File: config.mk
export PLATFORM = sky130hd
export DESIGN_NAME = sas_sequencer
export DESIGN_NICKNAME = d
export VERILOG_FILES = /design/src/sas_sync.v /design/src/sas_sequencer.v
export VERILOG_INCLUDE_DIRS = /design/src
export SDC_FILE = /design/constraint.sdc
export NUM_CORES = 1
export LEC_CHECK = 0
export ABC_AREA = 1
export BUFFER_PORTS_ARGS = -buffer_cell sky130_fd_sc_hd__buf_2
export CAP_MARGIN = 20
export CORE_MARGIN = 1
export CORE_UTILIZATION = 30
export CTS_BUF_LIST = sky130_fd_sc_hd__clkbuf_4
export DETAILED_ROUTE_END_ITERATION = 12
export GPL_TIMING_DRIVEN = 0
export PLACE_DENSITY_LB_ADDON = 0.2
export SKIP_LAST_GASP = 1
export SLEW_MARGIN = 25
export SYNTH_ARGS = -nofsm -noshare
export SYNTH_HDL_FRONTEND = slang
export SYNTH_SLANG_ARGS = --single-unit
export TNS_END_PERCENT = 10
File: constraint.sdc
create_clock -name CLOCK -period 10.6 [get_ports CLOCK]
set_clock_uncertainty 0.05 [all_clocks]
set_input_delay 1.06 -clock CLOCK [delete_from_list [all_inputs] [get_ports CLOCK]]
set_output_delay 1.06 -clock CLOCK [all_outputs]
set_load 0.01 [all_outputs]
File: src/sas_map.vh
// constants for the sdram access sequencer: command codes, field codes, wait figures
`ifndef SAS_MAP_VH
`define SAS_MAP_VH

// ***********************************************
// command codes on {row strobe, column strobe, write enable}
// ***********************************************
`define SAS_CMD_NOP         3'h7
`define SAS_CMD_ACT         3'h3
`define SAS_CMD_RD          3'h5
`define SAS_CMD_WR          3'h4
`define SAS_CMD_PRE         3'h2
`define SAS_CMD_REF         3'h1

// ***********************************************
// per-space and per-lane field widths and codes
// ***********************************************
`define SAS_BCW_W           2
`define SAS_LAT_W           3
`define SAS_SSO_W           2
`define SAS_SSO_8           2'h0
`define SAS_SSO_16          2'h1
`define SAS_SSO_32          2'h2
`define SAS_LANE_MODE_WR    1'b0
`define SAS_LANE_MODE_BE    1'b1

// ***********************************************
// wait figures
// ***********************************************
`define SAS_REF_WAIT_SHIFT  2
`define SAS_INIT_WAITS      4'h3
`define SAS_AUX_PALL        11'h400

`endif

File: src/sas_sync.v
// two-flop synchroniser for levels entering the CLOCK domain
`timescale 1ns/1ps
module sas_sync #(
    parameter W = 1
) (
    input  wire         clk,
    input  wire         rst,
    input  wire [W-1:0] d,
    output reg  [W-1:0] q
);

    reg [W-1:0] meta;

    always @(posedge clk or posedge rst) begin
        if (rst) begin
            meta <= {W{1'b0}};
            q    <= {W{1'b0}};
        end else begin
            meta <= d;
            q    <= meta;
        end
    end

endmodule // sas_sync

File: src/sas_sequencer.v
// sdram access sequencer: activate/read/write/precharge/refresh with per-space timing
//
// Behaviour
// - write to a closed row: activate, then write
// - write to the open row: write only, no precharge or activate
// - other row in the same bank: precharge that bank before activate
// - no external wait input; cycle length set only by timing fields
// - bank-cycle wait code gives 1..3 waits from activate to read/write
// - same code gives 1..3 waits from precharge to next activate
// - read data sampled after latency 1, 2 or 3 bus clocks
// - after refresh wait four times the bank-cycle code: 4, 8, 12
// - one intercycle state before the command state of every access cycle; refresh goes from idle straight to precharge-all
// - auxiliary address bit on top line for 32-bit, A11 16-bit, A10 8-bit
// - lane mode 0 gives write strobes, mode 1 gives byte enables
// - a cpu store or two-cycle dma write starts one write cycle
// - four per-lane mask outputs driven in command and data states
// - separate timing set for each of spaces 1, 3, 4 and 6
// - all-bank precharge at power-on and refresh; next access activates
// - bank change: activate new, command, then precharge old bank
// - reads hold a late state after the command until the data is captured
`timescale 1ns/1ps
`include "sas_map.vh"
module sas_sequencer #(
    parameter DATA_W = 32,
    parameter LANES  = 4,
    parameter ROW_W  = 11,
    parameter COL_W  = 10
) (
    input  wire                CLOCK,
    input  wire                RST,
    input  wire                EXTERNAL_BUS_CLOCK,
    input  wire                REQ_VALID,
    input  wire                REQ_WRITE,
    input  wire [1:0]          REQ_SPACE,
    input  wire [1:0]          REQ_BANK,
    input  wire [ROW_W-1:0]    REQ_ROW,
    input  wire [COL_W-1:0]    REQ_COL,
    input  wire [LANES-1:0]    REQ_LANES,
    input  wire [DATA_W-1:0]   REQ_WDATA,
    input  wire [3:0]          REFRESH_REQ,
    input  wire [7:0]          BANK_CYCLE_WAIT,
    input  wire [11:0]         READ_LATENCY_SEL,
    input  wire [7:0]          BUS_WIDTH_SEL,
    input  wire [LANES-1:0]    LANE_STROBE_MODE_SEL,
    input  wire [DATA_W-1:0]   DQ_IN,
    output reg                 REQ_READY,
    output reg                 RSP_VALID,
    output reg  [DATA_W-1:0]   RSP_RDATA,
    output reg  [3:0]          REFRESH_ACK,
    output reg  [3:0]          SPACE_SELECT_N,
    output reg                 ROW_STROBE_N,
    output reg                 COLUMN_STROBE_N,
    output reg                 WRITE_ENABLE_N,
    output reg  [1:0]          BANK_ADDR,
    output reg  [ROW_W+1:0]    ADDR,
    output reg                 BUS_CYCLE_START,
    output reg  [LANES-1:0]    BYTE_LANE_STROBE_N,
    output reg  [LANES-1:0]    BYTE_MASK_OUT,
    output reg  [DATA_W-1:0]   DQ_OUT,
    output reg                 DQ_OE_N
);

    // ***********************************************
    // states
    // ***********************************************
    localparam [10:0] ST_INIT = 11'h001;
    localparam [10:0] ST_IDLE = 11'h002;
    localparam [10:0] ST_T0   = 11'h004;
    localparam [10:0] ST_PRE  = 11'h008;
    localparam [10:0] ST_PALL = 11'h010;
    localparam [10:0] ST_ACT  = 11'h020;
    localparam [10:0] ST_WAIT = 11'h040;
    localparam [10:0] ST_CMD  = 11'h080;
    localparam [10:0] ST_LATE = 11'h100;
    localparam [10:0] ST_REF  = 11'h200;
    localparam [10:0] ST_BPRE = 11'h400;

    // ***********************************************
    // bus clock edges
    // ***********************************************
    wire              bclk_sync;
    wire [DATA_W-1:0] dq_sync;
    reg               bclk_last;
    wire              rise_tick = bclk_sync & ~bclk_last;
    // outputs change at the falling edge so the device sees them stable at rising
    wire              fall_tick = ~bclk_sync & bclk_last;

    sas_sync #(.W(1)) u_bclk_sync (
        .clk (CLOCK),
        .rst (RST),
        .d   (EXTERNAL_BUS_CLOCK),
        .q   (bclk_sync)
    );

    sas_sync #(.W(DATA_W)) u_dq_sync (
        .clk (CLOCK),
        .rst (RST),
        .d   (DQ_IN),
        .q   (dq_sync)
    );

    // ***********************************************
    // latched request and open-row bookkeeping
    // ***********************************************
    reg  [10:0]       state;
    reg  [10:0]       next_state;
    reg  [10:0]       wait_tgt;
    reg  [3:0]        wait_cnt;
    reg  [3:0]        lat_cnt;
    reg               pending;
    reg               captured;
    reg               refreshing;
    reg               init_phase;
    reg               bank_change;
    reg  [1:0]        old_bank;
    reg  [1:0]        cur_sp;
    reg  [1:0]        ref_slot;
    reg               cur_wr;
    reg  [1:0]        cur_bank;
    reg  [ROW_W-1:0]  cur_row;
    reg  [COL_W-1:0]  cur_col;
    reg  [LANES-1:0]  cur_lanes;
    reg  [DATA_W-1:0] cur_wdata;
    reg  [3:0]        open_valid;
    reg  [1:0]        open_bank [0:3];
    reg  [ROW_W-1:0]  open_row  [0:3];

    // each space keeps its own timing fields
    wire [1:0] bcw = BANK_CYCLE_WAIT[{(refreshing ? ref_slot : cur_sp), 1'b0} +: `SAS_BCW_W];
    wire [2:0] lat = READ_LATENCY_SEL[cur_sp * 3 +: `SAS_LAT_W];
    wire [1:0] sso = BUS_WIDTH_SEL[{cur_sp, 1'b0} +: `SAS_SSO_W];

    // lowest requesting space wins the refresh slot
    wire [1:0] ref_sp = REFRESH_REQ[0] ? 2'h0 : REFRESH_REQ[1] ? 2'h1 :
                        REFRESH_REQ[2] ? 2'h2 : 2'h3;

    wire row_open  = open_valid[cur_sp];
    wire same_bank = open_bank[cur_sp] == cur_bank;
    wire same_row  = open_row[cur_sp] == cur_row;

    // ***********************************************
    // wait length and target of the current command state
    // ***********************************************
    reg [3:0]  wait_len;
    reg [10:0] tgt;

    always @* begin
        wait_len = {2'h0, bcw};
        tgt      = ST_IDLE;
        case (state)
            ST_INIT: begin
                wait_len = 4'h0;
            end
            ST_PALL: begin
                wait_len = init_phase ? `SAS_INIT_WAITS : {2'h0, bcw};
                tgt      = init_phase ? ST_IDLE : ST_REF;
            end
            ST_PRE: begin
                tgt = ST_ACT;
            end
            ST_ACT: begin
                tgt = ST_CMD;
            end
            ST_REF: begin
                wait_len = {bcw, 2'h0};
            end
            default: begin
                tgt = ST_IDLE;
            end
        endcase
        // reserved code 00 simply yields no wait; software must not use it
    end

    // ***********************************************
    // next state
    // ***********************************************
    always @* begin
        next_state = state;
        case (state)
            ST_INIT: begin
                next_state = ST_PALL;
            end
            ST_IDLE: begin
                if (|REFRESH_REQ) begin
                    next_state = ST_PALL;
                end else if (pending) begin
                    next_state = ST_T0;
                end
            end
            ST_T0: begin
                if (!row_open) begin
                    next_state = ST_ACT;
                end else if (same_bank && same_row) begin
                    next_state = ST_CMD;
                end else if (same_bank) begin
                    next_state = ST_PRE;
                end else begin
                    next_state = ST_ACT;
                end
            end
            ST_PRE, ST_PALL, ST_ACT, ST_REF, ST_BPRE: begin
                next_state = (wait_len == 4'h0) ? tgt : ST_WAIT;
            end
            ST_WAIT: begin
                if (wait_cnt == 4'h1) begin
                    next_state = wait_tgt;
                end
            end
            ST_CMD: begin
                if (!cur_wr) begin
                    next_state = ST_LATE;
                end else begin
                    next_state = bank_change ? ST_BPRE : ST_IDLE;
                end
            end
            ST_LATE: begin
                if (captured) begin
                    next_state = bank_change ? ST_BPRE : ST_IDLE;
                end
            end
            default: begin
                next_state = ST_INIT;
            end
        endcase
    end

    // ***********************************************
    // request side and read capture (every CLOCK)
    // ***********************************************
    // there is no wait-request input: sdram cycles never stretch from outside
    always @(posedge CLOCK or posedge RST) begin
        if (RST) begin
            REQ_READY <= 1'b0;
            RSP_VALID <= 1'b0;
            RSP_RDATA <= {DATA_W{1'b0}};
            pending   <= 1'b0;
            captured  <= 1'b0;
            lat_cnt   <= 4'h0;
            bclk_last <= 1'b0;
            cur_wr    <= 1'b0;
            cur_sp    <= 2'h0;
            ref_slot  <= 2'h0;
            cur_bank  <= 2'h0;
            cur_row   <= {ROW_W{1'b0}};
            cur_col   <= {COL_W{1'b0}};
            cur_lanes <= {LANES{1'b0}};
            cur_wdata <= {DATA_W{1'b0}};
        end else begin
            bclk_last <= bclk_sync;
            RSP_VALID <= 1'b0;
            if (REQ_VALID && REQ_READY) begin
                REQ_READY <= 1'b0;
                pending   <= 1'b1;
                cur_wr    <= REQ_WRITE;
                cur_sp    <= REQ_SPACE;
                cur_bank  <= REQ_BANK;
                cur_row   <= REQ_ROW;
                cur_col   <= REQ_COL;
                cur_lanes <= REQ_LANES;
                cur_wdata <= REQ_WDATA;
            end
            // refresh keeps its own space so a waiting access is not redirected
            if (fall_tick && state == ST_IDLE && |REFRESH_REQ) begin
                ref_slot  <= ref_sp;
                REQ_READY <= 1'b0;
            end
            if (fall_tick && state == ST_IDLE && ~|REFRESH_REQ && pending) begin
                pending <= 1'b0;
            end
            if (fall_tick && next_state == ST_IDLE && state != ST_IDLE && !pending) begin
                REQ_READY <= 1'b1;
            end
            if (fall_tick && state == ST_CMD && cur_wr) begin
                RSP_VALID <= 1'b1;
            end
            if (fall_tick && next_state == ST_CMD && state != ST_CMD) begin
                lat_cnt  <= {1'b0, lat} + 4'h1;
                captured <= 1'b0;
            end else if (rise_tick && !cur_wr && (state == ST_CMD || state == ST_LATE)
                         && !captured) begin
                if (lat_cnt == 4'h1) begin
                    RSP_RDATA <= dq_sync;
                    RSP_VALID <= 1'b1;
                    captured  <= 1'b1;
                end else begin
                    lat_cnt <= lat_cnt - 4'h1;
                end
            end
        end
    end

    // ***********************************************
    // sequencer and pins (on the bus clock falling edge)
    // ***********************************************
    wire [LANES-1:0] next_lane_strobe_n;
    genvar gi;
    generate
        for (gi = 0; gi < LANES; gi = gi + 1) begin : g_lane
            // write strobes only pulse on writes; byte enables cover reads too
            assign next_lane_strobe_n[gi] = ~(cur_lanes[gi] &
                (LANE_STROBE_MODE_SEL[gi] == `SAS_LANE_MODE_BE | cur_wr));
        end
    endgenerate

    function [ROW_W+1:0] place_addr;
        input [ROW_W-1:0] v;
        input [1:0]       width;
        begin
            if (width == `SAS_SSO_8) begin
                place_addr = {2'h0, v};
            end else if (width == `SAS_SSO_16) begin
                place_addr = {1'b0, v, 1'b0};
            end else begin
                place_addr = {v, 2'h0};
            end
        end
    endfunction

    reg [1:0] sp_slot;
    always @* begin
        sp_slot = refreshing ? ref_slot : cur_sp;
    end

    integer k;
    always @(posedge CLOCK or posedge RST) begin
        if (RST) begin
            state              <= ST_INIT;
            wait_cnt           <= 4'h0;
            wait_tgt           <= ST_IDLE;
            refreshing         <= 1'b0;
            init_phase         <= 1'b1;
            bank_change        <= 1'b0;
            old_bank           <= 2'h0;
            open_valid         <= 4'h0;
            REFRESH_ACK        <= 4'h0;
            SPACE_SELECT_N     <= 4'hf;
            {ROW_STROBE_N, COLUMN_STROBE_N, WRITE_ENABLE_N} <= `SAS_CMD_NOP;
            BANK_ADDR          <= 2'h0;
            ADDR               <= {(ROW_W+2){1'b0}};
            BUS_CYCLE_START    <= 1'b0;
            BYTE_LANE_STROBE_N <= {LANES{1'b1}};
            BYTE_MASK_OUT      <= {LANES{1'b1}};
            DQ_OUT             <= {DATA_W{1'b0}};
            DQ_OE_N            <= 1'b1;
            for (k = 0; k < 4; k = k + 1) begin
                open_bank[k] <= 2'h0;
                open_row[k]  <= {ROW_W{1'b0}};
            end
        end else begin
            REFRESH_ACK <= 4'h0;
            if (fall_tick) begin
                state <= next_state;
                if (next_state == ST_WAIT && state != ST_WAIT) begin
                    wait_cnt <= wait_len;
                    wait_tgt <= tgt;
                end else if (state == ST_WAIT) begin
                    wait_cnt <= wait_cnt - 4'h1;
                end
                SPACE_SELECT_N     <= 4'hf;
                {ROW_STROBE_N, COLUMN_STROBE_N, WRITE_ENABLE_N} <= `SAS_CMD_NOP;
                BUS_CYCLE_START    <= 1'b0;
                BYTE_LANE_STROBE_N <= {LANES{1'b1}};
                BYTE_MASK_OUT      <= {LANES{1'b1}};
                DQ_OE_N            <= 1'b1;
                if (state == ST_T0) begin
                    BUS_CYCLE_START <= 1'b1;
                    bank_change     <= row_open && !same_bank;
                    old_bank        <= open_bank[sp_slot];
                end
                case (next_state)
                    ST_PALL: begin
                        SPACE_SELECT_N <= init_phase ? 4'h0 : ~(4'h1 << ref_sp);
                        {ROW_STROBE_N, COLUMN_STROBE_N, WRITE_ENABLE_N} <= `SAS_CMD_PRE;
                        ADDR       <= place_addr(`SAS_AUX_PALL, sso);
                        refreshing <= !init_phase;
                        if (init_phase) begin
                            open_valid <= 4'h0;
                        end else begin
                            open_valid[ref_sp] <= 1'b0;
                        end
                    end
                    ST_PRE, ST_BPRE: begin
                        SPACE_SELECT_N[sp_slot] <= 1'b0;
                        {ROW_STROBE_N, COLUMN_STROBE_N, WRITE_ENABLE_N} <= `SAS_CMD_PRE;
                        BANK_ADDR <= (next_state == ST_BPRE) ? old_bank : cur_bank;
                        ADDR      <= {(ROW_W+2){1'b0}};
                    end
                    ST_ACT: begin
                        SPACE_SELECT_N[sp_slot] <= 1'b0;
                        {ROW_STROBE_N, COLUMN_STROBE_N, WRITE_ENABLE_N} <= `SAS_CMD_ACT;
                        BANK_ADDR           <= cur_bank;
                        ADDR                <= place_addr(cur_row, sso);
                        open_valid[sp_slot] <= 1'b1;
                        open_bank[sp_slot]  <= cur_bank;
                        open_row[sp_slot]   <= cur_row;
                        BYTE_MASK_OUT       <= ~cur_lanes;
                    end
                    ST_CMD: begin
                        SPACE_SELECT_N[sp_slot] <= 1'b0;
                        {ROW_STROBE_N, COLUMN_STROBE_N, WRITE_ENABLE_N} <=
                            cur_wr ? `SAS_CMD_WR : `SAS_CMD_RD;
                        BANK_ADDR          <= cur_bank;
                        ADDR               <= place_addr({1'b0, cur_col}, sso);
                        BYTE_MASK_OUT      <= ~cur_lanes;
                        BYTE_LANE_STROBE_N <= next_lane_strobe_n;
                        DQ_OUT             <= cur_wdata;
                        DQ_OE_N            <= ~cur_wr;
                    end
                    ST_LATE: begin
                        BYTE_MASK_OUT      <= ~cur_lanes;
                        BYTE_LANE_STROBE_N <= next_lane_strobe_n;
                    end
                    ST_REF: begin
                        SPACE_SELECT_N[sp_slot] <= 1'b0;
                        {ROW_STROBE_N, COLUMN_STROBE_N, WRITE_ENABLE_N} <= `SAS_CMD_REF;
                        REFRESH_ACK[sp_slot]    <= 1'b1;
                    end
                    ST_WAIT: begin
                        if (state == ST_ACT || (state == ST_WAIT && wait_tgt == ST_CMD)) begin
                            BYTE_MASK_OUT <= ~cur_lanes;
                        end
                    end
                    ST_IDLE: begin
                        init_phase <= 1'b0;
                        refreshing <= 1'b0;
                    end
                    default: begin
                        init_phase <= init_phase;
                    end
                endcase
            end
        end
    end

endmodule // sas_sequencer

==> results.txt, run 1 <==
The average footprint of a synthesized cell came out at roughly 9.2 um^2. The multiplexer area fraction after synthesis is 5.16%. The width of the die is around 220 um.

Summing all multi-input logic gate instances after layout gives 5180 um^2. In the post-synthesis netlist, the biggest area contributors are dfrtp_1 54%, nand2_1 13%, dfstp_2 3.6%, o21ai_0 3.3%, inv_1 3.2%. Buffers inserted during clock tree synthesis total 90. The share of layout cells above drive strength 1 is between 20 and 30%.

The total number of vias came out at around 12000. Dividing the detail-routed wire length by the instance count gives roughly 18 um. The number of levels the H-tree was split into came out at 3. The overall power came out at about 0.0034 W.

The post-synthesis adder-cell area fraction came out at less than 1%. After the last flow step, the layout net total stands at 1991. The floorplan step set the die height to roughly 220 um. In this run the worst hold path is classified as in -> async. The clock slew seen by the registers of the worst setup and hold paths is 70 ps.

On the critical path, the stage with the largest delay is an instance of clkbuf_1. The worst setup path is of the reg -> reg kind. By area, the combinational part of the netlist is dominated by simple AND/OR/NAND/NOR gates.

The overall routed net length came out at about 44 mm. The clock reaches the later pin of the worst-skew pair after ~850 ps. In this run, post-CTS repair resized a total of 0 instances. For this run, the register share of the synthesized area comes to a little under three fifths. The HPWL after detailed placement came out at 32.8 mm. The growth of design area from synthesis to finish came out at 22.4%. Across the VDD grid, the largest voltage drop is around 90 uV. The signal on the critical path passes through inv_2 > buf_2 > clkbuf_1 > nand2_1 > nand3_1 > nand2_1 > clkbuf_1 > nand2_1 > clkbuf_1 > o221ai_1 > o21ai_0 > nand3_1 > nand2_1.

The run finished with clean final reports. The highest cell delay on the worst timing path came out at about 580 ps. Summed over all instances, the cell type with the most area after synthesis is dfrtp_1. The number of cells after detailed placement came out at approximately 2400. The starting density of the core is roughly 30%. The total number of yosys warnings came out at 0. The post-synthesis instance total is 1521. No sink is reached through more buffers than the 3 on the longest clock path. The count of final max-slew check failures was 0. The congestion estimate from routability-driven global placement came to between 0.9 and 1. For the worst setup path, the data arrival time is 4360 ps. In this run the tightest slew margin relative to its limit is 46.2%. The DRC marker count from the first detailed-route iteration came out at just over 800. The xor/xnor share of the synthesized area came out at less than 1%. Counting both buffers and inverters, the worst setup path holds a total of 5. In this run the power density over the cells is around 200 nW/um^2.

The number of hold buffers added after cts came out at 0. The sequential cells in the finished layout cover a total of around 8000 um^2. For this design, the sink count on the clock tree is approximately 320. STA classifies the critical path startpoint as a register.

The number of global-route vias before repair came out at about 12000. At the pin with the least slew margin, the transition time is ~810 ps. The cell area that synthesis handed to floorplanning was roughly 14000 um^2.

The global-route wire length before repair came out at slightly below 70 mm. After Yosys synthesis, and, or, nand and nor cells account for roughly 23% of the synthesized area. The most instantiated flip-flop cell in the synthesis netlist is dfrtp_1. The portion of the clock cycle consumed by the worst path in the final layout is between 30% and 40%. The share of the synthesized area in the top cell type came out at between 50% and 60%. The max-cap check violation count is 0.

The filler cells instantiated in the layout total approximately 4800. The family of cells with the greatest summed delay on the critical path is buffers and inverters. The clock period minus final worst setup slack came out at ~3700 ps. The count of buffers added on input and output ports is between 200 and 250. After global routing, the most crowded layer is met2.

The total negative setup slack is 0 ps. The highest attainable clock frequency is about 270 MHz. The number of synthesized register bits came out at roughly 320. Global routing used between 10% and 20% of the available tracks across all layers. In this run, synthesis inferred 0 flip-flops with an integrated enable. The number of antenna violations at the first check in global routing is 2. The dominant cell type by count on the critical path is nand2_1.

The count of endpoints failing setup in the final report came out at 0. The via-per-instance ratio is between 4 and 5. The remaining global-route overflow came out at 0. Row generation in the floorplan step produced between 70 and 80 rows.

The share of flip-flops with an asynchronous set or reset after synthesis is between 90% and 100%. The post-CTS repair timing setup buffer count is 0. Of all nets on the critical path, the largest fanout is 10.

The cell sitting at the root of the clock tree is a clkbuf_4. The largest net degree at the start of global routing came out at ~90. Setup repair after global routing left no endpoint under its margin. The final non-filler cell total came out at approximately 2500. The die covers around 47000 um^2. The met1 capacity usage during global routing is 24.9%. Data on the critical path is required at its endpoint by 11300 ps. The total count of hold-check failures in the final report came out at 0. The distinct cell type count of the synthesized netlist came out at 55. The synthesized netlist devotes under 10% of its cell area to compound gates. The first detailed-routing pass took 6 iterations. The synthesized netlist net count is between 1500 and 2000.

The residual antenna-violating net count after detailed routing came out at 0. The number of top-level pins came out at 236. The number of design rule violations left after detail routing is 0.

The routing usage on met3 came out at roughly 6.8%. STA classifies the critical path endpoint as a register. TritonCTS built the clock tree.

The met2 track demand over resource in global routing came out at about 29%. The leakage power of the design came out at about 9.1 nW. The area inside the core boundary came out at ~46000 um^2.
[final cells by class]
cell class                      instances  share of cell area, %
Timing Repair Buffer                  239                   7.52
Sequential cell                       319                   46.8
Tap cell                              600                   4.39
Antenna cell                            1                 0.0146
Clock inverter                         28                   1.08
Inverter                              130                   2.91
Buffer                                 52                   1.74
Clock buffer                          119                   5.22
Multi-Input combinational cell       1020                   30.3
[layer usage]
layer  routed length (um)  part of all wire, %
met1                19300                   44
met2                19500                   44
met3                 4300                  9.8
met4                  823                  1.9
met5                    8                0.018
[cells in the final DEF, fill, tap and decap left out, drive strengths merged, types with 2 or more instances in the layout]
master    instances
nand2           498
dfrtp           300
buf             263
clkbuf          147
inv             130
o21ai           117
nor2            109
nand3            97
mux2             64
a21oi            39
clkinv           24
dfstp            19
nor3             16
nand4            14
o22ai            12
o221ai            9
xor2              5
a31oi             5
ha                5
o22a              4
a32oi             3
o211ai            3
xnor2             2
nand3b            2
o31ai             2
o2111ai           2
or2               2
clkinvlp          2
bufinv            2
[worst paths after layout]
path | from | to | slack [ps] | depth (start not counted)
max in group asynchronous | RST | init_phase | 8880 | 5
min reg2reg | u_dq_sync.meta[17] | u_dq_sync.q[17] | 290 | 0
max reg2reg | cur_sp[0] | ADDR[7] | 6930 | 13
max | cur_sp[0] | ADDR[7] | 6930 | 13
min in group CLOCK | u_dq_sync.meta[17] | u_dq_sync.q[17] | 290 | 0
min | RST | RSP_RDATA[16] | 140 | 2
[state kept, by name, indices dropped and copies added (netlist names), 4 cells and up]
| register | cells |
|---|---|
| wait_tgt | 4 |
| RSP_RDATA | 32 |
| open_bank | 8 |
| wait_cnt | 4 |
| DQ_OUT | 32 |
| open_row | 44 |
| cur_row | 11 |
| REFRESH_ACK | 4 |
| SPACE_SELECT_N | 4 |
| ADDR | 13 |
| cur_wdata | 32 |
| u_dq_sync.meta | 32 |
| open_valid | 4 |
| cur_col | 10 |
| cur_lanes | 4 |
| lat_cnt | 4 |
| u_dq_sync.q | 32 |
| BYTE_LANE_STROBE_N | 4 |
| state | 11 |
| BYTE_MASK_OUT | 4 |
[power breakdown]
part	leakage, nW	switching, W	total (W)	internal, W
Clock	0.632	0.000533	0.00110	0.000569
Sequential	4.09	0.0000951	0.00143	0.00134
Combinational	4.39	0.000583	0.000826	0.000243
[through the flow]
step / area (um^2) / utilization, % / hold WS (ps) / setup WS, ps
after floorplan: 14000 / - / 281 / 694
after global placement: 15900 / 34.8 / 281 / -2970
after detailed placement: 16000 / 35.1 / 285 / 6810
after CTS: 17100 / 37.4 / 49.4 / 6920
after global routing: 17100 / 37.4 / 97.4 / 6710
final: 17100 / 37.4 / 138 / 6930
[synthesized netlist by cell type (all sizes together), types with 5 or more instances]
cell,n
mux2,64
nand4,14
dfrtp,300
a21oi,39
xor2,5
buf,24
dfstp,19
nor3,16
nor2,109
inv,128
nand2,498
o21ai,117
o22ai,12
a31oi,5
nand3,97
clkbuf,28
ha,5
o221ai,9
[cells by family (layout without fill, tap and decap cells)]
kind of cell	count (synthesis)	count (layout)
buffers and inverters	182	568
AOI/OAI and AO/OA	204	204
and+or+nand+nor	740	740
adders and majority gates	5	5
DFF	319	319
muxes	64	64
xor gates and xnor gates	7	7
other	0	1
Power figures use the tool's default switching activity.
==> inputs of run 2 (changes only) <==
==> constraint.sdc (replaced) <==
create_clock -name CLOCK -period 3.36 [get_ports CLOCK]
set_clock_uncertainty 0.05 [all_clocks]
set_input_delay 0.336 -clock CLOCK [delete_from_list [all_inputs] [get_ports CLOCK]]
set_output_delay 0.336 -clock CLOCK [all_outputs]
set_load 0.01 [all_outputs]
==> run 2 against run 1 <==
  * Sequential power increased to 3.2 times the previous value
  * Critical path type is now in -> reg
  * Sequential share of layout area down 4.6 points
  * Hold slack worse by 37 ps
  * Setup slack worse by 6900 ps
  * Flip-flop and latch count unchanged
  * Die area stayed put
  * Clock-buffer cell count grew 24
  * Total power increased to 3.3 times the previous value
  * Clock power increased to 3.5 times the previous value
==> results.txt, run 2 (synthesis results as in run 1) <==
For this configuration, the core starts out at a cell density of 30.6%. STA classifies the critical path endpoint as a register. Across all register-to-register paths, the minimum setup slack is between 150 and 200 ps. The number of global-route vias before repair came to 12800. The worst max-slew margin expressed relative to the limit came out at between 40% and 50%. The signal on the critical path passes through dlygate4sd3_1 > buf_2 > nor2_1 > dlygate4sd3_1 > nand2_1 > nor2_2 > inv_1 > a21oi_1 > o21ai_2 > nor2_1 > nand2_2 > nor2_8 > inv_4 > nor2_8 > buf_6 > mux2_1. The total count of hold-check failures in the final report came out at 0. In this run the critical register-to-register path is launched from cur_sp[1]. In this run the most critical hold path is launched from DQ_IN[17]. The HPWL after detailed placement came out at roughly 33 mm. After the flow finishes, the layout carries non-filler instances totaling roughly 2700. The register with the most flip-flops in the layout has 44 of them. In the final routed layout, each cell accounts on average for about 17 um.

The growth of design area from synthesis to finish came out at 35.6%. Among all stages on the critical path, the largest delay is contributed by dlygate4sd3_1. The number of cells after detailed placement is 2368.

The arrival time at the worst endpoint came out at between 3000 and 4000 ps. The number of levels the H-tree was split into is 3. between 200 and 250 I/O pins were placed. The tightest min-delay check is of the in -> reg type. The clock slew seen by the registers of the worst setup and hold paths is about 70 ps. The run finished with clean final reports. The placement-stage cell area is approximately 16000 um^2. The register with the most flip-flops is open_row. For the pin with the worst max-slew slack, the measured transition is about 850 ps. The sum of buffers and inverters on the critical path is 6.

The routed metal-1 wirelength came out at between 20 and 25 mm. The via-per-instance ratio came out at roughly 4.7. The clock latency reported for the late side of the worst-skew pair came out at between 800 and 900 ps.

The met3 routed wirelength is roughly 3.7 mm. Setup repair after global routing could not meet its margin everywhere. The portion of the clock cycle consumed by the worst path in the final layout is 97.7%. By startpoint and endpoint, the worst setup path is classified as in -> reg. Routability-driven placement finished with a final weighted congestion of slightly above 0.9.

The floorplan step defined a core boundary enclosing about 46000 um^2. The count of cells along the worst register-to-register path is 16. In this run the static leakage power is around 9.9 nW.

The top cell types in the final layout, fill and taps aside, are 477 x nand2_1, 299 x dfrtp_1, 238 x buf_2. In this run the clock root is driven by a clkbuf_4. The buffer depth of the longest clock path is 3. The highest attainable clock frequency is around 300 MHz. The total number of vias came out at approximately 13000. The DRC marker count from the first detailed-route iteration is a little under 800. Setup violations remaining at the end of the flow were counted as 0. Once layout is done, the placed cells without fillers occupy between 15000 and 20000 um^2. The global routing usage summed across all routing layers came out at between 15 and 20%. The post-route core utilization came out at slightly above 40%.

The power density relative to cell area is ~590 nW/um^2. For hold timing, the worst endpoint is u_dq_sync.meta[17]. The max-cap check violation count came out at 0. The library cell used most frequently in the layout, excluding fill and tap cells, is nand2_1.

The count of nets after finishing came out at approximately 2100. The global-route wire length before repair came out at just over 70 mm. The TritonCTS clock tree is done.

The routed design uses ~21 mm of met2 wire. The die height came out at roughly 220 um. IR analysis of the VDD net gives a maximum drop of 328 uV. In this run the critical register-to-register path is captured at DQ_OUT[27]. For this run the aggregate overflow at the end of global routing stands at 0. STA classifies the critical path startpoint as a primary input. At the worst endpoint, the required time is between 3000 and 4000 ps. The largest net degree at the start of global routing came out at 34.

The count of nets left with antenna violations once routing finished came out at 0. The highest cell delay on the worst timing path is between 600 and 700 ps. The die covers between 40000 and 50000 um^2.

After detailed routing, no signal wire sits above met4. The count of final max-slew check failures is 0. On the critical path the largest part of the delay comes from buffers and inverters. The total CTS buffers is 90. The number of antenna violations at the first check in global routing is 1.

The width of the die came out at approximately 220 um. The maximum fanout along the worst path came out at 10. The number of cell rows is 78. The post-route netlist has 27.3% of its cells at a drive strength greater than 1. The number of cells traversed by the worst hold path is 2. The number of design rule violations left after detail routing came out at 0. The overall routed net length is between 40 and 50 mm. The number of iterations in the first detailed-routing pass came out at 5. After layout, the minimum clock period comes to ~3300 ps.

The count of buffers added on input and output ports is about 240. Clock tree synthesis found a total of 319 sinks.
## run 2: worst reg2reg max path: stages, from the launching register on
cell and delay, ps:
dfrtp_1 370, buf_4 170, inv_4 120, buf_6 190
nand3_1 90, nand2_1 100, xor2_2 200, nand3_1 180
nor2_2 210, nand3_1 140, nand3_2 150, nand2_2 120
nor2_8 210, inv_4 100, nor2_8 190, buf_6 190
mux2_1 330
## run 2: worst max-delay path by stage
stage | startpoint | to | slack, ps | cells after the start
2_1_floorplan | RST | ADDR[0] | -1260 | 1
3_3_place_gp | RST | RSP_RDATA[1] | -3270 | 2
3_5_place_dp | cur_sp[0] | ADDR[10] | -190 | 13
4_1_cts | state[5] | SPACE_SELECT_N[1] | -130 | 18
5_1_grt | state[1] | DQ_OUT[27] | -50 | 17
6_report | REFRESH_REQ[1] | DQ_OUT[27] | 80 | 16
## run 2: repair_timing
item | 4_1_cts | 5_1_grt
hold endpoints to repair | 257 | 0
setup buffers | 0 | 14
resized for setup | 4 | 50
pin swaps | 0 | 9
hold buffers | 127 | 0
endpoints found under the setup margin | 28 | 116
## run 2: final cells by class
type	count	area, um^2
sequential	319	8010
buffer	52	328
inverter	130	503
clock buffer	143	1070
fill	4669	26700
timing repair buffer	388	2820
clock inverter	26	160
multi-input combinational	1020	5300
antenna	1	2.50
tap	600	751
## run 2: stage by stage
stage | power (W) | hold slack [ps] | TNS, ps | setup WS, ps
6_report | 0.0112 | 101 | 0 | 78.8
5_1_grt | 0.0119 | 14.9 | -213 | -52.8
4_1_cts | 0.0112 | 1.93 | -813 | -126
3_5_place_dp | 0.00719 | 285 | -3230 | -194
3_3_place_gp | 0.00714 | 282 | -1001340 | -3270
2_1_floorplan | 0.00621 | 281 | -381260 | -1260
## run 2: metal layers
metal,GRT usage (%),vias up
met4,7.81,0
met2,30.3,439
li1,-,5973
met1,26.1,6011
met5,0,-
met3,6.07,85
## run 2: power breakdown
| group | total, W | internal [W] | switching (W) |
|---|---|---|---|
| logic | 0.00285 | 0.000955 | 0.00190 |
| registers | 0.00453 | 0.00422 | 0.000310 |
| clock network | 0.00380 | 0.00203 | 0.00178 |
==> inputs of run 3 (changes only) <==
--- a/config.mk
+++ b/config.mk
@@ -14,7 +14,8 @@
 export CTS_BUF_LIST = sky130_fd_sc_hd__clkbuf_4
 export DETAILED_ROUTE_END_ITERATION = 12
 export GPL_TIMING_DRIVEN = 0
-export PLACE_DENSITY_LB_ADDON = 0.2
+export PLACE_DENSITY = 0.48
+export REMOVE_ABC_BUFFERS = 1
 export SKIP_LAST_GASP = 1
 export SLEW_MARGIN = 25
 export SYNTH_ARGS = -nofsm -noshare
==> run 3 against run 2 <==
  * Critical path depth did not move
  * Via count is 2.7% lower
  * Critical path type unchanged
  * Die area unchanged
  * Sequential power barely moved
  * Final cell count shrank 2.1%
  * Core utilization down 0.55 points
  * Setup slack better by 48 ps
  * Combinational power is 1% lower
  * Cell area shrank 1.3%
==> results.txt, run 3 (synthesis results as in run 1) <==
The root buffer cell chosen for the clock tree is clkbuf_4. The HPWL after detailed placement is between 20 and 30 mm. The highest attainable clock frequency is between 300 and 400 MHz. The via-per-instance ratio is 4.64. The residual antenna-violating net count after detailed routing is 0.

The leakage power of the design is around 10 nW. The worst setup path is launched from a primary input. Buffers inserted during clock tree synthesis total just over 90.

The total number of vias came out at around 12000. The flow ran to the end, and the final reports show no timing, DRC or antenna violations. The overall routed net length is 43.5 mm.

The core region is around 46000 um^2. The clock slew seen by the registers of the worst setup and hold paths came out at about 60 ps. The worst max-slew margin expressed relative to the limit came out at just over 40%.

After routing the design area is 18700 um^2. The overall power is between 0.01 and 0.015 W. IR analysis of the VDD net gives a maximum drop of about 300 uV.

The number of iterations in the first detailed-routing pass is 5. The die area came out at about 47000 um^2. Sequential cells account for 40.8% of the total power. Ranked by flip-flop count, first place goes to open_row. The critical path goes through dlygate4sd3_1 > buf_2 > nor2_1 > dlygate4sd3_1 > nand2_1 > nor2_1 > inv_1 > a21oi_1 > o21ai_2 > nor2_2 > nand2_4 > nor2_8 > clkinv_8 > nor2_8 > clkbuf_16 > mux2_1.

The DRC marker count from the first detailed-route iteration came out at 707. The final weighted congestion in routability-driven placement is just over 0.9. The share of layout cells above drive strength 1 is between 20 and 30%.

The number of global-route vias before repair is roughly 12000. The global routing usage summed across all routing layers came out at a little under a fifth. The number of levels the H-tree was split into came out at 3. The worst setup path is captured at a register. The number of design rule violations left after detail routing is 0. Setup repair after global routing could not meet its margin everywhere.

The number of cell rows came out at a little under 80. The clock latency reported for the late side of the worst-skew pair is around 840 ps. The number of clock sinks seen by CTS came out at ~320.

Once the floorplan was initialized, standard cells occupied 30.6% of the core. The growth of design area from synthesis to finish is 33.8%. The power density relative to cell area came out at 594 nW/um^2. The top cell types in the final layout, fill and taps aside, are 476 x nand2_1, 298 x dfrtp_1, 235 x buf_2. The library cell used most frequently in the layout, excluding fill and tap cells, is nand2_1. For this design the top-level I/O count stands at approximately 240.

The max-cap check violation count came out at 0. The maximum fanout along the worst path is 8. TritonCTS built the clock tree. The final non-filler cell total came out at ~2600. The portion of the clock cycle consumed by the worst path in the final layout came out at between 90% and 100%. The count of final max-slew check failures is 0. The proportion of power drawn by the clock network is 34.0%. The global-route wire length before repair came out at 67.4 mm. Among all stages on the critical path, the largest delay is contributed by dlygate4sd3_1. The remaining global-route overflow is 0. The worst path required time came out at 3970 ps. The count of endpoints failing setup in the final report came out at 0. The path type of the worst setup path is in -> reg. For the pin with the worst max-slew slack, the measured transition is between 800 and 900 ps.

The number of cells after detailed placement came out at 2313. The die height is approximately 220 um. The number of antenna violations at the first check in global routing is 1. The total count of hold-check failures in the final report is 0. The width of the die came out at between 200 and 250 um.

Of the total power, the share spent switching nets is 35.7%. The count of nets after finishing is ~2100. At the worst endpoint, the arrival time is 3850 ps. The internal portion of the total power is roughly 0.0071 W. On the critical path the largest part of the delay comes from buffers and inverters. The sum of buffers and inverters on the critical path came out at 6. Buffers placed on the I/O ports in this run total 235. The largest net degree at the start of global routing came out at just over 90. The power share of the combinational group is roughly a quarter.

The buffer depth of the longest clock path is 3. The tightest min-delay check is of the in -> reg type. The average detailed-routed wire length per instance is around 17 um. The clock period minus final worst setup slack is 3230 ps.

The placement-stage cell area is about 16000 um^2. In this design, the stage delay of the slowest critical-path cell is around 600 ps. The net switching power came out at between 0.003 and 0.004 W. The register with the most flip-flops in the layout has 44 of them.
## run 3: cell count changes in the layout (fill, tap and decap cells not counted), sizes merged
cell / change
buf: -11
bufinv: +1
clkbuf: -36
clkinv: +7
clkinvlp: -2
diode: +1
dlygate4sd3: -18
inv: -2
nand3: +3
nor2: +1
## run 3: per-layer routing
metal	up-vias	wire [um]	global-route usage (%)
li1	5868	-	-
met1	5829	19900	23.9
met2	398	19400	28.7
met3	73	3090	5.23
met4	0	1030	7.48
met5	-	0	0
## run 3: power groups by stage
stage               Combinational [W]  Sequential, W  Clock [W]
detailed placement            0.00238        0.00465          0
global placement              0.00227        0.00470          0
finish                        0.00281        0.00453    0.00378
global route                  0.00313        0.00458    0.00415
CTS                           0.00270        0.00453    0.00395
floorplan                     0.00155        0.00455          0
## run 3: worst paths after layout
path	to	cells past startpoint	from	slack, ps
setup / recovery	DQ_OUT[7]	16	REFRESH_REQ[1]	130
hold / removal	lat_cnt[3]	7	READ_LATENCY_SEL[6]	110
setup reg to reg	DQ_OUT[7]	19	cur_sp[0]	130
hold reg to reg	u_dq_sync.q[31]	0	u_dq_sync.meta[31]	290
max in group asynchronous	SPACE_SELECT_N[3]	7	RST	940
min in group asynchronous	u_dq_sync.q[5]	4	RST	690
## run 3: cell type report
cell class / count / area (um^2)
Fill cell: 4640 / 27000
Tap cell: 600 / 751
Timing Repair inverter: 1 / 11.3
Clock inverter: 29 / 193
Timing Repair Buffer: 382 / 2760
Inverter: 130 / 551
Sequential cell: 319 / 8010
Clock buffer: 136 / 1020
Multi-Input combinational cell: 1024 / 5390
Antenna cell: 2 / 5.00
## run 3: through the flow
step	worst slack (ps)	utilization [%]	setup TNS [ps]	hold WS, ps
floorplan	-5820	-	-1813550	281
global placement	-9700	34.2	-3414200	282
detailed placement	-1270	34.6	-121330	285
CTS	4.28	40.1	0	5.56
global route	-46.9	40.9	-800	27.7
finish	127	40.9	0	109
## run 3: what timing repair did
action,in CTS,in global routing
endpoints found under the hold margin,248,0
buffers inserted,12,15
gates cloned,2,5
setup endpoints to repair,138,110
hold buffers,109,0
resized for setup,18,36
pin swaps,5,14
## run 3: worst min-delay path: stages
cell and delay [ps]:
buf_2 90, nand2_1 50, a32oi_1 130, inv_1 80, nor2_1 50, nand2_1 70
a21oi_1 60
